[config.mk]
export PLATFORM = sky130hd
export DESIGN_NAME = comm_dictionary
export DESIGN_NICKNAME = d
export VERILOG_FILES = /design/src/include/comm_dict_pkg.sv /design/src/include/dict_side_if.sv /design/src/hw/err_history.sv /design/src/hw/emcy_pacer.sv /design/src/hw/comm_dictionary.sv
export SDC_FILE = /design/constraint.sdc
export NUM_CORES = 1
export LEC_CHECK = 0
export BUFFER_PORTS_ARGS = -buffer_cell sky130_fd_sc_hd__buf_2
export CAP_MARGIN = 0
export CORE_MARGIN = 2
export CORE_UTILIZATION = 62
export DETAILED_ROUTE_END_ITERATION = 6
export PLACE_DENSITY = 0.95
export SLEW_MARGIN = 20
export SYNTH_ARGS = -nofsm -noshare
export SYNTH_HDL_FRONTEND = slang
export SYNTH_HIERARCHICAL = 1
export SYNTH_SLANG_ARGS = --single-unit
[constraint.sdc]
create_clock -name mclk_in -period 11.9 [get_ports mclk_in]
set_clock_uncertainty 0.05 [all_clocks]
set_input_delay 0 -clock mclk_in [delete_from_list [all_inputs] [get_ports mclk_in]]
set_output_delay 0 -clock mclk_in [all_outputs]
set_load 0.005 [all_outputs]
[src/include/comm_dict_pkg.sv]
// Constants, codes and field layout of the communication-profile dictionary
package comm_dict_pkg;
	// Object indices
	localparam logic [15:0] IDX_DEVTYPE = 16'h1000;
	localparam logic [15:0] IDX_ERRREG = 16'h1001;
	localparam logic [15:0] IDX_ERRHIST = 16'h1003;
	localparam logic [15:0] IDX_SYNC = 16'h1005;
	localparam logic [15:0] IDX_NAME = 16'h1008;
	localparam logic [15:0] IDX_HWVER = 16'h1009;
	localparam logic [15:0] IDX_SWVER = 16'h100A;
	localparam logic [15:0] IDX_GUARD = 16'h100C;
	localparam logic [15:0] IDX_LIFE = 16'h100D;
	localparam logic [15:0] IDX_STORE = 16'h1010;
	localparam logic [15:0] IDX_RESTORE = 16'h1011;
	localparam logic [15:0] IDX_EMCY = 16'h1014;
	localparam logic [15:0] IDX_INHIBIT = 16'h1015;
	localparam logic [15:0] IDX_IDENT = 16'h1018;
	localparam logic [15:0] IDX_SDO = 16'h1200;
	// Sub-index limits and answers
	localparam logic [7:0] SUB_ZERO = 8'h00;
	localparam logic [7:0] SUB_ONE = 8'h01;
	localparam logic [7:0] SUB_TWO = 8'h02;
	localparam logic [7:0] SUB_STORE_MAX = 8'h03;
	localparam logic [7:0] SUB_HIST_MAX = 8'h05;
	localparam logic [31:0] STORE_COUNT = 32'h0000_0003;
	localparam logic [31:0] IDENT_COUNT = 32'h0000_0001;
	localparam logic [31:0] SDO_COUNT = 32'h0000_0002;
	localparam logic [31:0] STORE_CAPS = 32'h0000_0001;
	// Field layout and reset values
	localparam logic [15:0] PROFILE_NUM = 16'h0191;
	localparam logic [7:0] SPECIFIC_FUNC = 8'h00;
	localparam logic [3:0] IO_UPPER_ZERO = 4'h0;
	localparam int SYNC_ID_W = 11;
	localparam logic [31:0] SYNC_RESET = 32'h0000_0080;
	localparam logic [31:0] EMCY_BASE = 32'h0000_0080;
	localparam logic [31:0] RX_SDO_BASE = 32'h0000_0600;
	localparam logic [31:0] TX_SDO_BASE = 32'h0000_0580;
	localparam logic [15:0] TIME_MAX = 16'h7FFF;
	localparam int HIST_DEPTH = 5;
	// Abort codes
	localparam logic [31:0] ABORT_NONE = 32'h0000_0000;
	localparam logic [31:0] ABORT_NO_OBJ = 32'h0602_0000;
	localparam logic [31:0] ABORT_NO_SUB = 32'h0609_0011;
	localparam logic [31:0] ABORT_READ_ONLY = 32'h0601_0002;
	localparam logic [31:0] ABORT_RANGE = 32'h0609_0030;
	// Timing
	localparam int CLK_PERIOD_NS = 50;
	localparam int MS_NS = 1000000;
	localparam int MS_CYCLES = MS_NS / CLK_PERIOD_NS;
endpackage

[src/include/dict_side_if.sv]
// Carrier between the dictionary and its history and emergency-pacing helpers
`timescale 1ns/1ns
interface dict_side_if;
	logic err_push;
	logic [31:0] err_code;
	logic [2:0] hist_sel;
	logic [31:0] hist_data;
	logic [2:0] hist_count;
	logic [15:0] inhibit_ms;
	logic emcy_req;
	logic emcy_go;
	modport hist (input err_push, err_code, hist_sel, output hist_data, hist_count);
	modport pace (input inhibit_ms, emcy_req, output emcy_go);
	modport ctrl (output err_push, err_code, hist_sel, inhibit_ms, emcy_req,
		input hist_data, hist_count, emcy_go);
endinterface

[src/hw/err_history.sv]
// Five-deep error history, newest entry first
`timescale 1ns/1ns
module err_history
	import comm_dict_pkg::*;
#(
	parameter int DEPTH = comm_dict_pkg::HIST_DEPTH
) (
	// Clock and reset
	input wire logic mclk_in,
	input wire logic rst_in,
	// Dictionary side
	dict_side_if.hist side
);
	logic [31:0] entry_r [DEPTH];
	logic [2:0] count_r;

	// shift older entries down on each new error
	always_ff @(posedge mclk_in) begin
		if (rst_in) begin
			for (int i = 0; i < DEPTH; i++) begin
				entry_r[i] <= '0;
			end
		end else if (side.err_push) begin
			entry_r[0] <= side.err_code;
			for (int i = 1; i < DEPTH; i++) begin
				entry_r[i] <= entry_r[i-1];
			end
		end
	end

	// count saturates at depth; oldest falls off the end
	always_ff @(posedge mclk_in) begin
		if (rst_in) begin
			count_r <= '0;
		end else if (side.err_push && count_r != 3'(DEPTH)) begin
			count_r <= count_r + 3'd1;
		end
	end

	// Selector 1 is newest; out-of-range selects read zero, caller aborts them
	always_comb begin
		side.hist_data = '0;
		for (int i = 0; i < DEPTH; i++) begin
			if (side.hist_sel == 3'(i + 1)) begin
				side.hist_data = entry_r[i];
			end
		end
	end
	assign side.hist_count = count_r;
endmodule

[src/hw/emcy_pacer.sv]
// Paces emergency messages so the inhibit time in ms separates them
`timescale 1ns/1ns
module emcy_pacer
	import comm_dict_pkg::*;
#(
	parameter int CYC_PER_MS = comm_dict_pkg::MS_CYCLES
) (
	// Clock and reset
	input wire logic mclk_in,
	input wire logic rst_in,
	// Dictionary side
	dict_side_if.pace side
);
	typedef enum logic [1:0] {
		PACE_IDLE = 2'b01,
		PACE_HOLD = 2'b10
	} pace_e;
	pace_e state_r;
	logic [31:0] presc_r;
	logic [15:0] ms_left_r;
	logic ms_tick;

	assign ms_tick = (presc_r == 32'(CYC_PER_MS - 1));
	// Request passes only while no hold is running
	assign side.emcy_go = side.emcy_req && state_r == PACE_IDLE;

	// hold for the inhibit time after each message, zero means no hold
	always_ff @(posedge mclk_in) begin
		if (rst_in) begin
			state_r <= PACE_IDLE;
			ms_left_r <= '0;
		end else begin
			unique case (state_r)
				PACE_IDLE: begin
					if (side.emcy_go && side.inhibit_ms != '0) begin
						state_r <= PACE_HOLD;
						ms_left_r <= side.inhibit_ms;
					end
				end
				PACE_HOLD: begin
					if (ms_tick) begin
						ms_left_r <= ms_left_r - 16'd1;
						if (ms_left_r == 16'd1) begin
							state_r <= PACE_IDLE;
						end
					end
				end
				default: state_r <= PACE_IDLE;
			endcase
		end
	end

	// Millisecond prescaler, restarted at each message so the hold is never short
	always_ff @(posedge mclk_in) begin
		if (rst_in || side.emcy_go || ms_tick) begin
			presc_r <= '0;
		end else begin
			presc_r <= presc_r + 32'd1;
		end
	end

	// Helper: cycles since last message and the hold it asked for
	logic [47:0] since_r;
	logic [15:0] last_inh_r;
	logic seen_r;
	always_ff @(posedge mclk_in) begin
		if (rst_in) begin
			since_r <= '0;
			last_inh_r <= '0;
			seen_r <= 1'b0;
		end else if (side.emcy_go) begin
			since_r <= 48'd1;
			last_inh_r <= side.inhibit_ms;
			seen_r <= 1'b1;
		end else if (since_r != '1) begin
			since_r <= since_r + 48'd1;
		end
	end
endmodule

[src/hw/comm_dictionary.sv]
// Communication-profile dictionary of the slave, reached by index and sub-index
`timescale 1ns/1ns
module comm_dictionary
	import comm_dict_pkg::*;
#(
	parameter logic [3:0] IO_CAPS = 4'h0,
	parameter logic [31:0] NAME_STR = 32'h4e4f_4445,
	parameter logic [31:0] HW_VER_STR = 32'h4857_3031,
	parameter logic [31:0] SW_VER_STR = 32'h5357_3031,
	// Arbitrary vendor code, replace with the assigned one
	parameter logic [31:0] VENDOR_CODE = 32'h0000_0000,
	parameter int CYC_PER_MS = comm_dict_pkg::MS_CYCLES
) (
	// Clock and reset
	input wire logic mclk_in,
	input wire logic rst_in,
	// Node configuration
	input wire logic [6:0] node_id_in,
	// SDO request
	input wire logic req_valid_in,
	input wire logic req_write_in,
	input wire logic [15:0] req_index_in,
	input wire logic [7:0] req_subidx_in,
	input wire logic [31:0] req_wdata_in,
	// SDO answer
	output logic rsp_valid_out,
	output logic rsp_abort_out,
	output logic [31:0] rsp_data_out,
	// Error reporting
	input wire logic [7:0] error_reg_in,
	input wire logic err_push_in,
	input wire logic [31:0] err_code_in,
	input wire logic emcy_req_in,
	output logic emcy_send_out,
	// Received frame identifiers
	input wire logic rx_valid_in,
	input wire logic [10:0] rx_id_in,
	output logic sync_seen_out,
	// Parameter storage commands
	output logic store_cmd_out,
	output logic restore_cmd_out,
	output logic [1:0] store_group_out,
	// Live settings
	output logic [31:0] sync_id_out,
	output logic [31:0] emcy_id_out,
	output logic [15:0] guard_time_out,
	output logic [7:0] life_factor_out
);
	dict_side_if side ();

	logic [10:0] sync_id_r;
	logic [31:0] emcy_id_r;
	logic [15:0] guard_r;
	logic [7:0] life_r;
	logic [15:0] inhibit_r;
	logic [31:0] devtype;
	logic [31:0] node32;
	logic [31:0] rd_nxt;
	logic [31:0] code_nxt;
	logic wr_ok;

	err_history #(.DEPTH(HIST_DEPTH)) u_hist (
		.mclk_in(mclk_in),
		.rst_in(rst_in),
		.side(side.hist)
	);
	emcy_pacer #(.CYC_PER_MS(CYC_PER_MS)) u_pace (
		.mclk_in(mclk_in),
		.rst_in(rst_in),
		.side(side.pace)
	);

	// fixed device type, specific byte held at zero
	assign devtype = {SPECIFIC_FUNC, IO_UPPER_ZERO, IO_CAPS, PROFILE_NUM};
	// SDO identifiers follow the live node id, so a renumbered node moves at once
	assign node32 = {25'h000_0000, node_id_in};

	// Helper wiring
	assign side.err_push = err_push_in;
	assign side.err_code = err_code_in;
	// Selector follows the live sub-index so the word is ready at the answer edge
	assign side.hist_sel = req_subidx_in[2:0];
	assign side.inhibit_ms = inhibit_r;
	assign side.emcy_req = emcy_req_in;
	assign emcy_send_out = side.emcy_go;

	// decode one request: read data or abort code
	always_comb begin
		rd_nxt = '0;
		code_nxt = ABORT_NONE;
		unique case (req_index_in)
			IDX_DEVTYPE, IDX_ERRREG, IDX_NAME, IDX_HWVER, IDX_SWVER: begin
				if (req_subidx_in != SUB_ZERO) begin
					code_nxt = ABORT_NO_SUB;
				end else if (req_write_in) begin
					code_nxt = ABORT_READ_ONLY;
				end
				unique case (req_index_in)
					IDX_DEVTYPE: rd_nxt = devtype;
					IDX_ERRREG: rd_nxt = {24'h00_0000, error_reg_in};
					IDX_NAME: rd_nxt = NAME_STR;
					IDX_HWVER: rd_nxt = HW_VER_STR;
					default: rd_nxt = SW_VER_STR;
				endcase
			end
			IDX_ERRHIST: begin
				// sub-index 0 is the count; unfilled slots are absent
				if (req_subidx_in > SUB_HIST_MAX ||
						(req_subidx_in != SUB_ZERO && req_subidx_in[2:0] > side.hist_count)) begin
					code_nxt = ABORT_NO_SUB;
				end else if (req_write_in) begin
					code_nxt = ABORT_READ_ONLY;
				end
				rd_nxt = (req_subidx_in == SUB_ZERO) ? {29'h0, side.hist_count} : side.hist_data;
			end
			IDX_SYNC, IDX_EMCY, IDX_GUARD, IDX_LIFE, IDX_INHIBIT: begin
				if (req_subidx_in != SUB_ZERO) begin
					code_nxt = ABORT_NO_SUB;
				end else if (req_write_in && (req_index_in == IDX_GUARD || req_index_in == IDX_INHIBIT)
						&& req_wdata_in > {16'h0000, TIME_MAX}) begin
					// times above the limit are refused
					code_nxt = ABORT_RANGE;
				end
				unique case (req_index_in)
					// extended, generate and bit 31 read zero
					IDX_SYNC: rd_nxt = {21'h00_0000, sync_id_r};
					IDX_EMCY: rd_nxt = emcy_id_r;
					IDX_GUARD: rd_nxt = {16'h0000, guard_r};
					IDX_LIFE: rd_nxt = {24'h00_0000, life_r};
					default: rd_nxt = {16'h0000, inhibit_r};
				endcase
			end
			IDX_STORE, IDX_RESTORE: begin
				// sub-index 0 is the group count, 1..3 the groups
				if (req_subidx_in > SUB_STORE_MAX) begin
					code_nxt = ABORT_NO_SUB;
				end else if (req_write_in && req_subidx_in == SUB_ZERO) begin
					code_nxt = ABORT_READ_ONLY;
				end
				// Any written value triggers; with no signature check a stray write saves too
				rd_nxt = (req_subidx_in == SUB_ZERO) ? STORE_COUNT : STORE_CAPS;
			end
			IDX_IDENT: begin
				if (req_subidx_in > SUB_ONE) begin
					code_nxt = ABORT_NO_SUB;
				end else if (req_write_in) begin
					code_nxt = ABORT_READ_ONLY;
				end
				// Only the vendor code is offered; product, revision and serial are absent
				rd_nxt = (req_subidx_in == SUB_ZERO) ? IDENT_COUNT : VENDOR_CODE;
			end
			IDX_SDO: begin
				// server identifiers follow the node id, read-only
				if (req_subidx_in > SUB_TWO) begin
					code_nxt = ABORT_NO_SUB;
				end else if (req_write_in) begin
					code_nxt = ABORT_READ_ONLY;
				end
				if (req_subidx_in == SUB_ZERO) begin
					rd_nxt = SDO_COUNT;
				end else if (req_subidx_in == SUB_ONE) begin
					rd_nxt = RX_SDO_BASE + node32;
				end else begin
					rd_nxt = TX_SDO_BASE + node32;
				end
			end
			// Anything outside this profile area, PDO entries included, is absent
			default: code_nxt = ABORT_NO_OBJ;
		endcase
	end
	// A write lands only when the decode found nothing to refuse
	assign wr_ok = req_valid_in && req_write_in && code_nxt == ABORT_NONE;

	// Answer one cycle after each request; an abort carries its code as data
	always_ff @(posedge mclk_in) begin
		if (rst_in) begin
			rsp_valid_out <= 1'b0;
			rsp_abort_out <= 1'b0;
			rsp_data_out <= '0;
		end else begin
			rsp_valid_out <= req_valid_in;
			rsp_abort_out <= req_valid_in && code_nxt != ABORT_NONE;
			// Data holds between answers so a slow reader still finds the last one
			if (req_valid_in) begin
				rsp_data_out <= (code_nxt != ABORT_NONE) ? code_nxt : (req_write_in ? '0 : rd_nxt);
			end
		end
	end

	// keep only the 11-bit identifier; generation never supported
	always_ff @(posedge mclk_in) begin
		if (rst_in) begin
			sync_id_r <= SYNC_RESET[10:0];
		end else if (wr_ok && req_index_in == IDX_SYNC) begin
			// Upper bits are dropped here, which is why reads show them as zero
			sync_id_r <= req_wdata_in[10:0];
		end
	end

	// emergency identifier resets relative to the node id
	always_ff @(posedge mclk_in) begin
		if (rst_in) begin
			// Node id is taken at reset; a later change leaves this entry alone
			emcy_id_r <= EMCY_BASE + node32;
		end else if (wr_ok && req_index_in == IDX_EMCY) begin
			emcy_id_r <= req_wdata_in;
		end
	end

	// guarding and inhibit settings, guard and inhibit ranges already checked, life factor cut to 8 bits
	always_ff @(posedge mclk_in) begin
		if (rst_in) begin
			guard_r <= '0;
			life_r <= '0;
			inhibit_r <= '0;
		end else if (wr_ok) begin
			if (req_index_in == IDX_GUARD) begin
				guard_r <= req_wdata_in[15:0];
			end
			if (req_index_in == IDX_LIFE) begin
				life_r <= req_wdata_in[7:0];
			end
			if (req_index_in == IDX_INHIBIT) begin
				inhibit_r <= req_wdata_in[15:0];
			end
		end
	end

	// one-cycle store or restore command with its group
	always_ff @(posedge mclk_in) begin
		if (rst_in) begin
			store_cmd_out <= 1'b0;
			restore_cmd_out <= 1'b0;
			store_group_out <= '0;
		end else begin
			store_cmd_out <= wr_ok && req_index_in == IDX_STORE;
			restore_cmd_out <= wr_ok && req_index_in == IDX_RESTORE;
			// Group holds after the pulse for a service that acts late
			if (wr_ok && (req_index_in == IDX_STORE || req_index_in == IDX_RESTORE)) begin
				store_group_out <= req_subidx_in[1:0];
			end
		end
	end

	// SYNC identifier only used to recognise received frames
	always_ff @(posedge mclk_in) begin
		if (rst_in) begin
			sync_seen_out <= 1'b0;
		end else begin
			// Only 11-bit identifiers are matched; extended frames never count as SYNC
			sync_seen_out <= rx_valid_in && rx_id_in == sync_id_r;
		end
	end

	assign sync_id_out = {21'h00_0000, sync_id_r};
	assign emcy_id_out = emcy_id_r;
	assign guard_time_out = guard_r;
	assign life_factor_out = life_r;
endmodule

**Word level (Yosys, flattened, before mapping)**

Memories as Yosys holds them, arrays and structs flattened.
Index checks and enable logic that the tools add are counted.

- $add $sub $neg: 6
- Magnitude comparators: 6
- Eq/ne operators: 30
- Mux-type cells: 44
- Bitwise gates (word level): 5
- Reductions and logical operators: 36

Operator list:

| kind | number |
|---|---|
| $mux 32 | 17 |
| $pmux 32 s6 | 2 |
| $eq 16x13->1 const B | 15 |
| $mux 27 | 7 |
| $pmux 32 s4 | 1 |
| $pmux 31 s4 | 1 |
| $add 32x1->32 const B | 1 |
| $eq 32x15->1 const B | 1 |
| $gt 32x15->1 const B | 1 |
| $logic_not 32->1 | 1 |
| $mux 16 | 2 |
| $pmux 16 s2 | 1 |
| $reduce_bool 32->1 | 1 |
| $add 11x7->12 const A | 2 |
| $mux 12 | 2 |
| $eq 16x1->1 const B | 1 |
| $gt 8x2->1 const B | 2 |
| $logic_and 1x1->1 | 16 |
| $reduce_bool 16->1 | 1 |
| $sub 16x1->16 const B | 1 |
| $eq 11x11->1 | 1 |
| $reduce_or 5->1 | 2 |
| $add 8x7->9 const A | 1 |
| $eq 8x1->1 const B | 1 |
| other kinds (23) | 46 |

- Register bits: 175
- Memory bits (writable): 160
- Bits of input ports: 121
- Memories: 1

Memories:

| memory | depth | bits a word | rd ports | clocked after Yosys merged registers in | wr ports | line | source |
|---|---|---|---|---|---|---|---|
| u_hist.entry_r | 5 | 32 | 5 | 0 | 5 | err_history.sv:14 | `logic [31:0] entry_r [DEPTH];` |

**Logic depth before layout (Yosys ltp)**

- Word-level depth: 12
- Gate-level depth with buffers: 10

**Cells and area by module**

Netlist, hierarchy kept.

By module, submodules not included:

| module | times used | cells each | area each (um^2) |
|---|---|---|---|
| err_history | 1 | 471 | 7110.6 |
| comm_dictionary | 1 | 711 | 6560.0 |
| emcy_pacer | 1 | 338 | 2678.8 |

**Worst setup path before layout**

OpenSTA, ideal clock, no wires.

- Path type: register -> register
- From: register u_hist.count_r[2], in the netlist u_hist/side.hist_count[2]
- To: register emcy_id_r[0], in the netlist emcy_id_out[0] (enable)
- Arrival time: 3573 ps
- Slack: 7849 ps
- Stages on the path, launching flop included: 10
- Cells stage by stage: dfxtp_1 inv_1 ha_1 a21oi_1 o21ai_0 a31oi_1 a31oi_1 nor4b_4 nand4_1 o21bai_1

- Cells in the longest elaborated chain, start to end: 9

RTL lines:

| item | line | source |
|---|---|---|
| from (decl) | err_history.sv:15 | `logic [2:0] count_r;` |
| from (signal assigned) | err_history.sv:36 | `count_r <= count_r + 3'd1;` |
| $gt 3x3->1 | comm_dictionary.sv:109 | `(req_subidx_in != SUB_ZERO && req_subidx_in[2:0] > side.hist_count)) begin` |
| $logic_and 1x1->1 | comm_dictionary.sv:109 |  |
| $logic_or 1x1->1 | comm_dictionary.sv:108 | `if (req_subidx_in > SUB_HIST_MAX \|\|` |
| $mux 27 | comm_dictionary.sv:108 |  |
| $pmux 32 s6 | comm_dictionary.sv:91 | `unique case (req_index_in)` |
| $logic_not 32->1 | comm_dictionary.sv:172 | `assign wr_ok = req_valid_in && req_write_in && code_nxt == ABORT_NONE;` |
| $logic_and 1x1->1 | comm_dictionary.sv:172 |  |
| $logic_and 1x1->1 | comm_dictionary.sv:205 | `end else if (wr_ok && req_index_in == IDX_EMCY) begin` |
| $reduce_bool 2->1 (no line) | n/a |  |
| to (signal assigned) | comm_dictionary.sv:204 | `emcy_id_r <= EMCY_BASE + node32;` |
| to (signal assigned) | comm_dictionary.sv:206 | `emcy_id_r <= req_wdata_in;` |
| to (decl) | comm_dictionary.sv:52 | `logic [31:0] emcy_id_r;` |

Every way passes these cells.
A chain may end at the register's enable or synchronous reset.

**Final worst setup path**

- From: register u_hist.count_r[2], in the netlist u_hist/side.hist_count[2]
- To: register emcy_id_r[17], in the netlist emcy_id_out[17] (enable)

The elaborated chain is that of the path after synthesis.

==> results.yml <==
run_status:
  status: "finished clean"
timing:
  fin_ws_ns: 8.05
  setup_violations: 0
  rsz0062_at_grt: "no"
  relSlewSlack: 0.245
  timing.setup.tns_ns: 0
  fmax_ghz: 0.260
  hold_violations: 0
  post-route-period-util: 0.324
  min_period_ns: 3.85
  worstMarginPinSlew_ns: 1.13
  slew_viol_final: 0
synth:
  synth_ff_type: "edfxtp_1"
  ys_async_sr_fraction: 0
  ys_ff_latch: 335
  ys.warnings.count: 6
  syn_avg_cell_area_um2: 10.8
  ys_types: 81
  synth_enable_flop_cells: 192
  syn-instance-count: 1520
  ys_seq_area_frac: 0.528
  syn_area_um2: 16300
route:
  ant_nets: 0
  num_vias: 14300
  wl_per_cell_um: 24.0
  drt_iter0_markers: 2109
  remaining_drc_errors: 0
  wirelength_um: 52000
  via_per_inst: 6.63
  dr.pass1.iters: 7
global_route:
  grt_max_degree: 138
  antenna_found_initial: 1
  grtUsageTotal: 0.364
  grt_first_pass_wirelength_um: 79000
  grt_overflow_total: 0
  grt_pass1_vias: 13900
clock_network:
  clk_path_buf_depth: 3
  cts-resized-gates: 0
  cts_hold_buf: 88
  clk_latency_ns: 0.53
  h-tree-depth: 2
  clk_pin_slew_worst_paths_ns: 0.06
  clkSinkCount: 335
  cts_tree: "built"
  numCtsBuffers: 36
  post_cts_buffers: 0
  cts_root_buf: "clkbuf_16"
placement:
  gp_congestion: 0.946
  dpl.hpwl_um: 32800
  dp_slack_ns: 7.89
  io_buffers: 227
setup_path:
  critical_path_class: "flip-flop to flip-flop"
  crit_arrival_ns: 3.94
  r2r_cells: 9
  worstPathRequired_ns: 11.99
  regToRegEndpoint: "emcy_id_out[17]"
  crit_fanout: 32
  r2r-start: "u_hist/side.hist_count[2]"
  worst-r2r-setup-slack_ns: 8.05
  startpoint_type: "flip-flop"
  end_kind: "flip-flop"
job:
  drv_cap: 0
power_and_ir_drop:
  p_sw_frac: 0.235
  comb_power_share: 0.073
  internal_power_w: 0.00202
  total_power_w: 0.00263
  p_leak_nw: 7.89
  clkPwrFrac: 0.429
  share_seq_of_total_power: 0.498
  power_switching_w: 0.000617
  power.density_nw_per_um2: 134
  ir_drop_mv: 0.181
floorplan:
  dieArea_um2: 27700
  rows: 59
  core_um2: 26000
  die_h_um: 166
  die_width_um: 166
  top_level_ports: 249
  initial_core_util: 0.629
cells_and_area:
  seq_area_um2: 8630
  n_fill_cell: 1622
  multi_input_area_um2: 7180
  nets: 1930
  drive_gt1_frac: 0.187
  layout_commonest_cell: "buf_2"
  syn_to_final_growth_pct: 20.2
  layout_common_cells: "buf_2 (226), edfxtp_1 (192), and2_1 (165)"
worst_hold_path:
  worstHoldStart: "req_index_in[10]"
  hold_end: "restore_cmd_out"
  hp-class: "input port to flip-flop"
  holdPathStages: 4
sequential cells by signal (all words and copies together), names as in the netlist:
register / cells
rsp_valid_out: 1
u_pace/state_r: 2
rsp_data_out: 32
life_factor_out: 8
restore_cmd_out: 1
sync_seen_out: 1
u_pace/ms_left_r: 16
store_cmd_out: 1
rsp_abort_out: 1
guard_time_out: 16
u_pace/presc_r: 32
store_group_out: 2
u_hist/side.hist_count: 3
u_hist/entry_r: 160
sync_id_r: 11
inhibit_r: 16
emcy_id_out: 32
layout make-up:
type / count / area share
diodes: 1 / 0.000127
clock inverters: 13 / 0.00796
well taps: 335 / 0.0213
flip-flops and latches: 335 / 0.439
multi-input cells: 1070 / 0.365
clock buffers: 52 / 0.0509
repair buffers: 336 / 0.111
inverters: 22 / 0.00420
kinds of logic after synthesis:
logic type / after synthesis / share of synthesized area
simple gates: 639 / 0.225
other cells: 1 / 0.000229
fa+ha+maj: 8 / 0.00612
flops: 335 / 0.528
mux: 80 / 0.0494
xor+xnor: 42 / 0.0225
compound gates: 280 / 0.128
buf+inv: 135 / 0.0409
synthesized netlist by cell type (all sizes together), types with 11 or more instances:
cell / number / area share
nand4: 21 / 0.0084
a211oi: 11 / 0.0051
o2bb2ai: 33 / 0.018
edfxtp: 192 / 0.35
xnor2: 28 / 0.015
buf: 50 / 0.021
and2: 166 / 0.064
o21ai: 42 / 0.013
a31oi: 11 / 0.0042
mux2i: 75 / 0.046
nor2b: 29 / 0.011
xor2: 14 / 0.0075
a221oi: 13 / 0.0070
nand3: 47 / 0.014
nor2: 91 / 0.021
dfxtp: 143 / 0.18
a22oi: 28 / 0.013
a221o: 37 / 0.023
nor4: 30 / 0.013
clkbuf: 63 / 0.015
nand2b: 71 / 0.027
nand2: 82 / 0.020
inv: 22 / 0.0051
a21oi: 42 / 0.013
nor3: 32 / 0.011
stage by stage:
| stage | hold WS (ns) | cell area [um^2] | instances | util |
|---|---|---|---|---|
| detailed placement | 0.228 | 17600 | 2010 | 0.677 |
| CTS | 0.00864 | 19600 | 2163 | 0.756 |
| floorplan | 0.0224 | 16400 | 1540 | - |
| global route | 0.0389 | 19700 | 2163 | 0.756 |
| global placement | 0.227 | 17600 | 2010 | 0.677 |
| finish | 0.0307 | 19700 | 2164 | 0.756 |
power groups by stage:
stage / Sequential (W) / Clock, W / Combinational (W)
6_report: 0.00131 / 0.00113 / 0.000193
5_1_grt: 0.00131 / 0.00117 / 0.000205
4_1_cts: 0.00131 / 0.00112 / 0.000185
3_5_place_dp: 0.00133 / 0 / 0.000160
3_3_place_gp: 0.00133 / 0 / 0.000155
2_1_floorplan: 0.00132 / 0 / 0.0000989
how the worst max path moves through the flow:
stage | start | end | cells after the start
floorplan | u_hist/side.hist_count[2] | emcy_id_out[0] | 9
global placement | req_subidx_in[0] | emcy_id_out[15] | 10
detailed placement | req_subidx_in[0] | emcy_id_out[23] | 10
CTS | u_hist/side.hist_count[2] | emcy_id_out[28] | 9
global route | u_hist/side.hist_count[2] | emcy_id_out[7] | 9
finish | u_hist/side.hist_count[2] | emcy_id_out[17] | 9
routing by layer:
metal  up-vias  global-route usage  part of all wire
li1       6158                   -                 -
met1      6869               0.457              0.37
met2      1103               0.611              0.48
met3       215              0.0622              0.10
met4         0               0.180             0.055
met5         -                   0                 0
worst max-delay path, stage by stage, from the launching register on:
cell and delay (ns):
dfxtp_1 0.38, inv_1 0.06, ha_1 0.31, a21oi_1 0.13, o21ai_0 0.20, a31oi_1 0.22, a31oi_1 0.29, nor4b_4 0.56
nand4_1 0.31, o21bai_4 0.95
Power figures use the tool's default switching activity.
